File: src/inc/cct_pkg.sv
package cct_pkg;

  // ==========================================================
  // Bus geometry
  localparam int unsigned ADDR_W = 18;
  localparam int unsigned DATA_W = 32;

  // ==========================================================
  // Register indices, byte address is four times the index
  localparam logic [15:0] IDX_CONTROL = 16'hFFB6;
  localparam logic [15:0] IDX_STATUS = 16'hFFB7;
  localparam logic [15:0] IDX_COUNT_HI = 16'hFFB8;
  localparam logic [15:0] IDX_COUNT_LO = 16'hFFB9;
  localparam logic [15:0] IDX_COMPARE_HI = 16'hFFBA;
  localparam logic [15:0] IDX_COMPARE_LO = 16'hFFBB;
  localparam logic [15:0] IDX_CLOCK_STOP = 16'hFFFA;
  localparam logic [15:0] IDX_IRQ = 16'hFFBC;

  // ==========================================================
  // Values after reset
  localparam logic [7:0] RST_CONTROL = 8'h00;
  localparam logic [7:0] RST_STATUS = 8'h00;
  localparam logic [7:0] RST_COUNT = 8'h00;
  localparam logic [7:0] RST_COMPARE = 8'hFF;
  localparam logic [7:0] RST_CLOCK_STOP = 8'hFF;
  localparam logic [3:0] RST_IRQ = 4'h0;

  // ==========================================================
  // Field positions
  localparam int unsigned CTL_TOL_HI = 7;
  localparam int unsigned CTL_MODE8 = 6;
  localparam int unsigned CTL_CKS_HI = 4;
  localparam int unsigned CTL_TOL_LO = 3;
  localparam int unsigned CTL_CKS_LO = 0;
  localparam int unsigned STS_OVIE_HI = 5;
  localparam int unsigned STS_CCLR_HI = 4;
  localparam int unsigned STS_OVIE_LO = 1;
  localparam int unsigned STS_CCLR_LO = 0;
  // Flag index 0..3: lower match, lower ovf, upper match, upper ovf
  localparam int unsigned FLAG_POS [4] = '{2, 3, 6, 7};
  localparam int unsigned IRQ_REQ_HI = 0;
  localparam int unsigned IRQ_REQ_LO = 1;
  localparam int unsigned IRQ_EN_HI = 2;
  localparam int unsigned IRQ_EN_LO = 3;

  // ==========================================================
  // Clock select codes
  localparam logic [2:0] CKS_CASCADE = 3'h0;
  localparam logic [2:0] CKS_DIV32 = 3'h4;
  localparam logic [2:0] CKS_DIV16 = 3'h5;
  localparam logic [2:0] CKS_DIV4 = 3'h6;
  localparam logic [2:0] CKS_SUB4 = 3'h7;
  localparam int unsigned PRESCALE_W = 5;

endpackage : cct_pkg

File: src/rtl/cct_timer.sv
// Overview of operation
// - Upper and lower bytes cascade into 16 bits
// - Upper select top bit picks 8-bit mode
// - Sixteen-bit count uses lower clock select
// - Sixteen-bit accesses go through staging latch
// - Counters reset to zero
// - Compare registers reset to all ones
// - Sixteen-bit match clear needs upper clear bit
// - Sixteen-bit wrap sets upper overflow flag
// - Wrap with enable sets upper request
// - Eight-bit counters use own clock selects
// - Eight-bit match clear per counter bit
// - Eight-bit wrap sets flag, request with enable
// - Sixteen-bit match sets flag and request
// - Eight-bit match sets side flag, request
// - Sixteen-bit toggles drive upper pin only
// - Eight-bit mode drives both toggle pins
// - Upper level bit sets pin on write
// - Control register write-only, resets zero
// - Upper select: cascade, prohibited, four clocks
// - Lower select: event, prohibited, four clocks
// - Flags cleared by read one, write zero
`timescale 1ns/1ns
`default_nettype none

module cct_timer (
  // Clock and reset
  input wire logic i_mclk,
  input wire logic i_reset_n,
  // APB slave
  input wire logic [cct_pkg::ADDR_W-1:0] i_paddr,
  input wire logic i_psel,
  input wire logic i_penable,
  input wire logic i_pwrite,
  input wire logic [cct_pkg::DATA_W-1:0] i_pwdata,
  output logic [cct_pkg::DATA_W-1:0] o_prdata,
  output logic o_pready,
  output logic o_pslverr,
  // Pins
  input wire logic i_event_input_pin,
  input wire logic i_sub_clk,
  output logic o_upper_toggle_pin,
  output logic o_lower_toggle_pin,
  // Interrupt requests
  output logic o_upper_irq,
  output logic o_lower_irq
);

  // ==========================================================
  // Declarations
  logic [7:0] timer_control;
  logic [7:0] clock_stop;
  logic [3:0] flg;
  logic [3:0] seen;
  logic [3:0] flg_set;
  logic ovie_h;
  logic ovie_l;
  logic cclr_h;
  logic cclr_l;
  logic [7:0] cnt_h;
  logic [7:0] cnt_l;
  logic [7:0] cmp_h;
  logic [7:0] cmp_l;
  logic [7:0] temp;
  logic [7:0] next_cnt_h;
  logic [7:0] next_cnt_l;
  logic [15:0] inc16;
  logic irq_h_req;
  logic irq_l_req;
  logic irq_h_en;
  logic irq_l_en;
  logic tog_h;
  logic tog_l;
  logic eq_h_q;
  logic eq_l_q;
  logic eq16_q;
  logic ev_s1;
  logic ev_s2;
  logic ev_s3;
  logic sub_s1;
  logic sub_s2;
  logic sub_s3;
  logic [1:0] sub_cnt;
  logic [cct_pkg::PRESCALE_W-1:0] pre;
  logic ev_edge;
  logic sub_edge;
  logic tick_32;
  logic tick_16;
  logic tick_4;
  logic tick_w;
  logic tick_l;
  logic tick_h8;
  logic mode8;
  logic eq_h;
  logic eq_l;
  logic eq16;
  logic match_h;
  logic match_l;
  logic clr16;
  logic clr_h8;
  logic clr_l8;
  logic ovf_h_evt;
  logic ovf_l_evt;
  logic [7:0] wd;
  logic acc_wr;
  logic setup_rd;
  logic sel_ctl;
  logic sel_sts;
  logic sel_ch;
  logic sel_cl;
  logic sel_mh;
  logic sel_ml;
  logic sel_stop;
  logic sel_irq;
  logic hit;
  logic [7:0] rd_mux;
  logic [7:0] sts_view;

  // ==========================================================
  // Pin synchronisers and clock sources
  always_ff @(posedge i_mclk or negedge i_reset_n) begin
    if (!i_reset_n) begin
      ev_s1 <= 1'b0;
      ev_s2 <= 1'b0;
      ev_s3 <= 1'b0;
      sub_s1 <= 1'b0;
      sub_s2 <= 1'b0;
      sub_s3 <= 1'b0;
    end else begin
      ev_s1 <= i_event_input_pin;
      ev_s2 <= ev_s1;
      ev_s3 <= ev_s2;
      sub_s1 <= i_sub_clk;
      sub_s2 <= sub_s1;
      sub_s3 <= sub_s2;
    end
  end

  always_ff @(posedge i_mclk or negedge i_reset_n) begin
    if (!i_reset_n) begin
      pre <= '0;
      sub_cnt <= 2'h0;
    end else begin
      pre <= pre + {{(cct_pkg::PRESCALE_W-1){1'b0}}, 1'b1};
      if (sub_edge) begin
        sub_cnt <= sub_cnt + 2'h1;
      end
    end
  end

  assign ev_edge = ev_s2 & ~ev_s3;
  assign sub_edge = sub_s2 & ~sub_s3;
  assign tick_32 = &pre;
  assign tick_16 = &pre[3:0];
  assign tick_4 = &pre[1:0];
  assign tick_w = sub_edge & (&sub_cnt);

  // Prohibited codes give no count
  function automatic logic sel_tick(input logic [2:0] code,
                                    input logic zero_src,
                                    input logic t32, input logic t16,
                                    input logic t4, input logic tw);
    logic r;
    r = 1'b0;
    case (code)
      cct_pkg::CKS_CASCADE: r = zero_src;
      cct_pkg::CKS_DIV32: r = t32;
      cct_pkg::CKS_DIV16: r = t16;
      cct_pkg::CKS_DIV4: r = t4;
      cct_pkg::CKS_SUB4: r = tw;
      default: r = 1'b0;
    endcase
    return r;
  endfunction : sel_tick

  assign mode8 = timer_control[cct_pkg::CTL_MODE8];
  assign tick_l = sel_tick(timer_control[2:0], ev_edge, tick_32,
                           tick_16, tick_4, tick_w);
  assign tick_h8 = mode8 & sel_tick(timer_control[6:4], 1'b0,
                                    tick_32, tick_16, tick_4, tick_w);

  // ==========================================================
  // Compare and count
  assign eq_h = cnt_h == cmp_h;
  assign eq_l = cnt_l == cmp_l;
  assign eq16 = eq_h & eq_l;
  assign match_h = mode8 ? (eq_h & ~eq_h_q) : (eq16 & ~eq16_q);
  assign match_l = mode8 & eq_l & ~eq_l_q;
  assign clr16 = ~mode8 & cclr_h & eq16 & tick_l;
  assign clr_h8 = cclr_h & eq_h & tick_h8;
  assign clr_l8 = cclr_l & eq_l & tick_l;
  assign inc16 = {cnt_h, cnt_l} + 16'h0001;
  assign ovf_h_evt = mode8 ? (tick_h8 & ~clr_h8 & (&cnt_h))
                           : (tick_l & ~clr16 & (&{cnt_h, cnt_l}));
  assign ovf_l_evt = mode8 & tick_l & ~clr_l8 & (&cnt_l);

  always_comb begin
    next_cnt_h = cnt_h;
    next_cnt_l = cnt_l;
    if (!mode8) begin
      if (clr16) begin
        next_cnt_h = 8'h00;
        next_cnt_l = 8'h00;
      end else if (tick_l) begin
        next_cnt_h = inc16[15:8];
        next_cnt_l = inc16[7:0];
      end
    end else begin
      if (clr_h8) begin
        next_cnt_h = 8'h00;
      end else if (tick_h8) begin
        next_cnt_h = cnt_h + 8'h01;
      end
      if (clr_l8) begin
        next_cnt_l = 8'h00;
      end else if (tick_l) begin
        next_cnt_l = cnt_l + 8'h01;
      end
    end
  end

  always_ff @(posedge i_mclk or negedge i_reset_n) begin
    if (!i_reset_n) begin
      eq_h_q <= 1'b0;
      eq_l_q <= 1'b0;
      eq16_q <= 1'b0;
    end else begin
      eq_h_q <= eq_h;
      eq_l_q <= eq_l;
      eq16_q <= eq16;
    end
  end

  // ==========================================================
  // APB decode
  assign wd = i_pwdata[7:0];
  assign acc_wr = i_psel & i_penable & i_pwrite & hit;
  // Unmapped reads still load, so they return zero
  assign setup_rd = i_psel & ~i_penable & ~i_pwrite;
  assign o_pready = 1'b1;
  assign o_pslverr = i_psel & i_penable & ~hit;

  always_comb begin
    sel_ctl = 1'b0;
    sel_sts = 1'b0;
    sel_ch = 1'b0;
    sel_cl = 1'b0;
    sel_mh = 1'b0;
    sel_ml = 1'b0;
    sel_stop = 1'b0;
    sel_irq = 1'b0;
    if (i_paddr[1:0] != 2'h0) begin
      sel_ctl = 1'b0;
    end else if (i_paddr[17:2] == cct_pkg::IDX_CONTROL) begin
      sel_ctl = 1'b1;
    end else if (i_paddr[17:2] == cct_pkg::IDX_STATUS) begin
      sel_sts = 1'b1;
    end else if (i_paddr[17:2] == cct_pkg::IDX_COUNT_HI) begin
      sel_ch = 1'b1;
    end else if (i_paddr[17:2] == cct_pkg::IDX_COUNT_LO) begin
      sel_cl = 1'b1;
    end else if (i_paddr[17:2] == cct_pkg::IDX_COMPARE_HI) begin
      sel_mh = 1'b1;
    end else if (i_paddr[17:2] == cct_pkg::IDX_COMPARE_LO) begin
      sel_ml = 1'b1;
    end else if (i_paddr[17:2] == cct_pkg::IDX_CLOCK_STOP) begin
      sel_stop = 1'b1;
    end else if (i_paddr[17:2] == cct_pkg::IDX_IRQ) begin
      sel_irq = 1'b1;
    end
  end

  assign hit = sel_ctl | sel_sts | sel_ch | sel_cl | sel_mh | sel_ml |
               sel_stop | sel_irq;

  always_comb begin
    sts_view = 8'h00;
    sts_view[cct_pkg::FLAG_POS[0]] = flg[0];
    sts_view[cct_pkg::FLAG_POS[1]] = flg[1];
    sts_view[cct_pkg::FLAG_POS[2]] = flg[2];
    sts_view[cct_pkg::FLAG_POS[3]] = flg[3];
    sts_view[cct_pkg::STS_OVIE_HI] = ovie_h;
    sts_view[cct_pkg::STS_CCLR_HI] = cclr_h;
    sts_view[cct_pkg::STS_OVIE_LO] = ovie_l;
    sts_view[cct_pkg::STS_CCLR_LO] = cclr_l;
  end

  // Write-only control reads as zero
  always_comb begin
    rd_mux = 8'h00;
    if (sel_sts) begin
      rd_mux = sts_view;
    end else if (sel_ch) begin
      rd_mux = cnt_h;
    end else if (sel_cl) begin
      rd_mux = mode8 ? cnt_l : temp;
    end else if (sel_mh) begin
      rd_mux = cmp_h;
    end else if (sel_ml) begin
      rd_mux = mode8 ? cmp_l : temp;
    end else if (sel_stop) begin
      rd_mux = {2'h3, clock_stop[5:0]};
    end else if (sel_irq) begin
      rd_mux = {4'h0, irq_l_en, irq_h_en, irq_l_req, irq_h_req};
    end
  end

  always_ff @(posedge i_mclk or negedge i_reset_n) begin
    if (!i_reset_n) begin
      o_prdata <= '0;
    end else if (setup_rd) begin
      o_prdata <= {24'h000000, rd_mux};
    end
  end

  // ==========================================================
  // Control, clock stop and staging latch
  always_ff @(posedge i_mclk or negedge i_reset_n) begin
    if (!i_reset_n) begin
      timer_control <= cct_pkg::RST_CONTROL;
      clock_stop <= cct_pkg::RST_CLOCK_STOP;
    end else if (acc_wr & sel_ctl) begin
      timer_control <= wd;
    end else if (acc_wr & sel_stop) begin
      clock_stop <= wd;
    end
  end

  // Upper read latches lower byte, upper write parks data
  always_ff @(posedge i_mclk or negedge i_reset_n) begin
    if (!i_reset_n) begin
      temp <= 8'h00;
    end else if (!mode8) begin
      if (setup_rd & sel_ch) begin
        temp <= cnt_l;
      end else if (setup_rd & sel_mh) begin
        temp <= cmp_l;
      end else if (acc_wr & (sel_ch | sel_mh)) begin
        temp <= wd;
      end
    end
  end

  // ==========================================================
  // Counters and compare registers, CPU write wins
  always_ff @(posedge i_mclk or negedge i_reset_n) begin
    if (!i_reset_n) begin
      cnt_h <= cct_pkg::RST_COUNT;
      cnt_l <= cct_pkg::RST_COUNT;
    end else if (acc_wr & sel_cl & !mode8) begin
      cnt_h <= temp;
      cnt_l <= wd;
    end else begin
      cnt_h <= (acc_wr & sel_ch & mode8) ? wd : next_cnt_h;
      cnt_l <= (acc_wr & sel_cl) ? wd : next_cnt_l;
    end
  end

  always_ff @(posedge i_mclk or negedge i_reset_n) begin
    if (!i_reset_n) begin
      cmp_h <= cct_pkg::RST_COMPARE;
      cmp_l <= cct_pkg::RST_COMPARE;
    end else if (acc_wr & sel_ml & !mode8) begin
      cmp_h <= temp;
      cmp_l <= wd;
    end else if (acc_wr & sel_ml) begin
      cmp_l <= wd;
    end else if (acc_wr & sel_mh & mode8) begin
      cmp_h <= wd;
    end
  end

  // ==========================================================
  // Status flags and enables
  assign flg_set = {ovf_h_evt, match_h, ovf_l_evt, match_l};

  always_ff @(posedge i_mclk or negedge i_reset_n) begin
    if (!i_reset_n) begin
      ovie_h <= cct_pkg::RST_STATUS[cct_pkg::STS_OVIE_HI];
      cclr_h <= cct_pkg::RST_STATUS[cct_pkg::STS_CCLR_HI];
      ovie_l <= cct_pkg::RST_STATUS[cct_pkg::STS_OVIE_LO];
      cclr_l <= cct_pkg::RST_STATUS[cct_pkg::STS_CCLR_LO];
    end else if (acc_wr & sel_sts) begin
      ovie_h <= wd[cct_pkg::STS_OVIE_HI];
      cclr_h <= wd[cct_pkg::STS_CCLR_HI];
      ovie_l <= wd[cct_pkg::STS_OVIE_LO];
      cclr_l <= wd[cct_pkg::STS_CCLR_LO];
    end
  end

  // Set beats clear; clear needs a prior read of one
  for (genvar i = 0; i < 4; i++) begin : g_flag
    always_ff @(posedge i_mclk or negedge i_reset_n) begin
      if (!i_reset_n) begin
        flg[i] <= 1'b0;
        seen[i] <= 1'b0;
      end else if (flg_set[i]) begin
        flg[i] <= 1'b1;
        seen[i] <= seen[i] | (setup_rd & sel_sts & flg[i]);
      end else if (acc_wr & sel_sts & ~wd[cct_pkg::FLAG_POS[i]] &
                   seen[i]) begin
        flg[i] <= 1'b0;
        seen[i] <= 1'b0;
      end else if (setup_rd & sel_sts & flg[i]) begin
        seen[i] <= 1'b1;
      end
    end
  end

  // ==========================================================
  // Interrupt request and enable bits
  always_ff @(posedge i_mclk or negedge i_reset_n) begin
    if (!i_reset_n) begin
      irq_h_req <= cct_pkg::RST_IRQ[cct_pkg::IRQ_REQ_HI];
      irq_l_req <= cct_pkg::RST_IRQ[cct_pkg::IRQ_REQ_LO];
      irq_h_en <= cct_pkg::RST_IRQ[cct_pkg::IRQ_EN_HI];
      irq_l_en <= cct_pkg::RST_IRQ[cct_pkg::IRQ_EN_LO];
    end else begin
      if (match_h | (ovf_h_evt & ovie_h)) begin
        irq_h_req <= 1'b1;
      end else if (acc_wr & sel_irq & ~wd[cct_pkg::IRQ_REQ_HI]) begin
        irq_h_req <= 1'b0;
      end
      if (match_l | (ovf_l_evt & ovie_l)) begin
        irq_l_req <= 1'b1;
      end else if (acc_wr & sel_irq & ~wd[cct_pkg::IRQ_REQ_LO]) begin
        irq_l_req <= 1'b0;
      end
      if (acc_wr & sel_irq) begin
        irq_h_en <= wd[cct_pkg::IRQ_EN_HI];
        irq_l_en <= wd[cct_pkg::IRQ_EN_LO];
      end
    end
  end

  assign o_upper_irq = irq_h_req & irq_h_en;
  assign o_lower_irq = irq_l_req & irq_l_en;

  // ==========================================================
  // Toggle outputs
  always_ff @(posedge i_mclk or negedge i_reset_n) begin
    if (!i_reset_n) begin
      tog_h <= 1'b0;
      tog_l <= 1'b0;
    end else if (acc_wr & sel_ctl) begin
      tog_h <= wd[cct_pkg::CTL_TOL_HI];
      tog_l <= wd[cct_pkg::CTL_TOL_LO];
    end else begin
      if (match_h) begin
        tog_h <= ~tog_h;
      end
      if (match_l) begin
        tog_l <= ~tog_l;
      end
    end
  end

  assign o_upper_toggle_pin = tog_h;
  assign o_lower_toggle_pin = tog_l;
endmodule : cct_timer

`default_nettype wire

File: config.mk
export PLATFORM = sky130hd
export DESIGN_NAME = cct_timer
export DESIGN_NICKNAME = d
export VERILOG_FILES = /design/src/inc/cct_pkg.sv /design/src/rtl/cct_timer.sv
export SDC_FILE = /design/constraint.sdc
export NUM_CORES = 1
export LEC_CHECK = 0
export BUFFER_PORTS_ARGS = -buffer_cell sky130_fd_sc_hd__clkbuf_2
export CAP_MARGIN = 5
export CORE_ASPECT_RATIO = 0.5
export CORE_MARGIN = 1
export CORE_UTILIZATION = 52
export DETAILED_ROUTE_END_ITERATION = 16
export GPL_ROUTABILITY_DRIVEN = 1
export HOLD_SLACK_MARGIN = 0.15
export PLACE_DENSITY_LB_ADDON = 0.25
export SLEW_MARGIN = 20
export SYNTH_ARGS = -nofsm -noshare
export SYNTH_HDL_FRONTEND = slang
export SYNTH_SLANG_ARGS = --single-unit
File: constraint.sdc
create_clock -name i_mclk -period 2.57 [get_ports i_mclk]
set_input_delay 0.514 -clock i_mclk [delete_from_list [all_inputs] [get_ports i_mclk]]
set_output_delay 0.514 -clock i_mclk [all_outputs]
set_load 0.1 [all_outputs]
==> impl_metrics.ini <==
[critical_path]
critPathMaxFanout = 4
crit_required_ns = 2.06
cp-start-kind = input port
worstSetupPathType = input port to output port
arrival_ns = 2.06
worstSetupEndpointType = output port

[synthesis]
synth_edf_count = 0
synth_most_common_cell = dfrtp_1
syn_avg_cell_area_sq_um = 9.200
synth_cell_types = 74
ys.flop_type = dfrtp_1
ys_async_sr_fraction_pct = 100.0
synth_seq_cells = 94
synth_top_area_cell = dfrtp_1
synth_common_cells = dfrtp_1 (72), nand2_1 (59), nor2_1 (50), o21ai_0 (50), a21oi_1 (41)
yosys-top-cells-area = dfrtp_1 (31%), dfstp_2 (10%), mux2_2 (5.7%)
syn_inst = 626
netlist.area_leader.share_pct = 31.28
seq_area_frac_synth_pct = 41.32
syn_area_sq_um = 5759
ys_warn_count = 0

[drt]
wl_per_cell_um = 20.69
vias = 5596
first_pass_iters = 6
postRouteAntennaNets = 0
drt-total-wl_um = 18540
vias_per_cell = 6.246
drt_iter0_drc = 680
drc = 0

[sta]
worst_slack_ns = -0.008544
setup_viol = 1
slew_headroom_pct = 57.69
timing.final.hold_violations = 0
min_period_ns = 2.579
fin_crit_sh_pct = 100.3
skew_ns = 0.007021
worst_pin_slew_ns = 0.6347
drv_slew = 0
rsz0062_at_grt = yes
timing.fmax_mhz = 387.8

[cells_and_area]
final_area_sq_um = 7202
nets = 812
layout-drive-gt1-share_pct = 34.44
syn2layout_area_growth_pct = 25.05
fillers = 844

[clock_network]
cts_buffers = 9
cts_sinks = 94
clk_latency_ns = 0.36
h-tree-depth = 3
holdBufCountCts = 0
clk_path_buf_depth = 2
clockRootBuffer = clkbuf_16
clkSlewWorstSetupHoldPaths_ns = 0.07
cts_tree = yes

[global_routing]
grt_pass1_vias = 5224
antenna_found_initial = 1
use_met1_pct = 49.52
met2_usage_pct = 49.72
grt_max_degree = 49
grt_pass1_wl_um = 29100
track_usage_pct = 33.92
overflow = 0
gr-usage-met3_pct = 8.084
top_usage_layer = met2

[run]
max_cap_violations = 0

[pwr]
p_total_mw = 3.765
p_per_area_nw_per_um2 = 522.7
ir_drop_mv = 0.3793
power.leakage_nw = 3.205

[hold_path]
min_path_type = input port to asynchronous set/reset pin

[placed_design]
place_area_sq_um = 6659
place_congestion = 1.046
place_ws_ns = -0.2616
dp_hpwl_um = 13430
portBuffers = 45

[floorplanning]
die-area_sq_um = 11530
coreArea_sq_um = 10480
die_x_um = 150.8
die_h_um = 76.42
io-pin-count = 95
rows = 26
start_util_pct = 54.98

[status]
status = complete, but fails checks
failed_checks = setup timing
[per-stage QoR]
step,hold WS (ns),setup TNS (ns),cells,util [%]
final,0.1730,-0.008544,896,68.75
after global routing,0.2202,-0.7443,895,68.73
after CTS,0.1870,-0.05154,886,66.94
after detailed placement,0.3347,-8.015,869,63.57
after global placement,0.3348,-7.019,869,63.57
after floorplan,0.2184,-2.377,649,-
[kinds of logic (layout without fill, tap and decap cells)]
family	count (synthesis)	after routing	share of synthesized area (%)
xor gates and xnor gates	23	23	3.498
adders and majority gates	5	5	1.086
buffers and inverters	69	175	7.147
AOI/OAI and AO/OA	171	171	18.99
other	2	26	0.1304
DFF	94	94	41.32
and+or+nand+nor	221	221	19.86
muxes	41	41	7.973
[metal layers]
layer	up-vias	routed length (um)
met4	0	482
li1	2494	-
met5	-	0
met3	54	2135
met2	360	8058
met1	2688	7864
[cell usage in the layout, fill, tap and decap left out, drive strengths merged, types with 6 or more instances in the layout]
cell type  instances
a21oi             42
mux2i             11
o22ai             13
nand4              7
mux2              29
nand2b             6
buf              107
xor2              11
clkbuf            52
a31oi              6
nor3              24
o21ai             51
nand2             59
nor2b              6
dfrtp             72
conb              25
nor4               6
dfstp             22
inv               13
nor2              50
a221oi             8
a22oi              6
and3               9
xnor2             12
or3                6
nand3             24
[power by group]
group          leakage, nW  internal, mW  switching (mW)
combinational         1.91         0.235           0.510
sequential            1.15          1.55          0.0945
clock                0.141         0.692           0.686
total                 3.20          2.47            1.29
[state kept, by name, summed over array words and instances, names as in the netlist, 2 cells and up]
name	cells
sub_cnt	2
pre	5
o_prdata	8
cmp_h	8
seen	4
timer_control	6
cnt_h	8
cnt_l	8
temp	8
cmp_l	8
flg	4
clock_stop	6
[path summary, 6_finish.rpt]
kind | startpoint | end | slack (ns) | cells past startpoint
max | i_paddr[1] | o_pslverr | -0.009 | 6
min | i_reset_n | pre[3]$_DFF_PN0_ | 0.17 | 1
max reg2reg | pre[1]$_DFF_PN0_ | cnt_h[3]$_DFFE_PN0P_ | 0.01 | 10
min reg2reg | ev_s1$_DFF_PN0_ | ev_s2$_DFF_PN0_ | 0.35 | 0
max in group asynchronous | i_reset_n | clock_stop[2]$_DFFE_PN1P_ | 1.67 | 2
min in group i_mclk | i_sub_clk | sub_s1$_DFF_PN0_ | 0.25 | 1
[critical path, cell delays in order]
cell and delay [ns]:
clkbuf_2 0.09, or2_0 0.22, or4_4 0.53, or3_4 0.39, and4_4 0.16, buf_12 0.16
[cell type report]
type	count	area [sq um]	share of cell area (%)
timing repair buffer	150	1055	14.65
inverter	9	33.78	0.4691
clock inverter	7	71.32	0.9903
antenna	1	2.502	0.03475
sequential	94	2380	33.04
multi-input combinational	486	3259	45.26
clock buffer	9	225.2	3.127
tap	140	175.2	2.432
[repair_timing]
item                       CTS  global route
setup endpoints to repair   11            38
gates resized for setup     11            27
buffers inserted             1             9
pin swaps                    6            17
No activity file was read; power rests on OpenSTA's default activity.
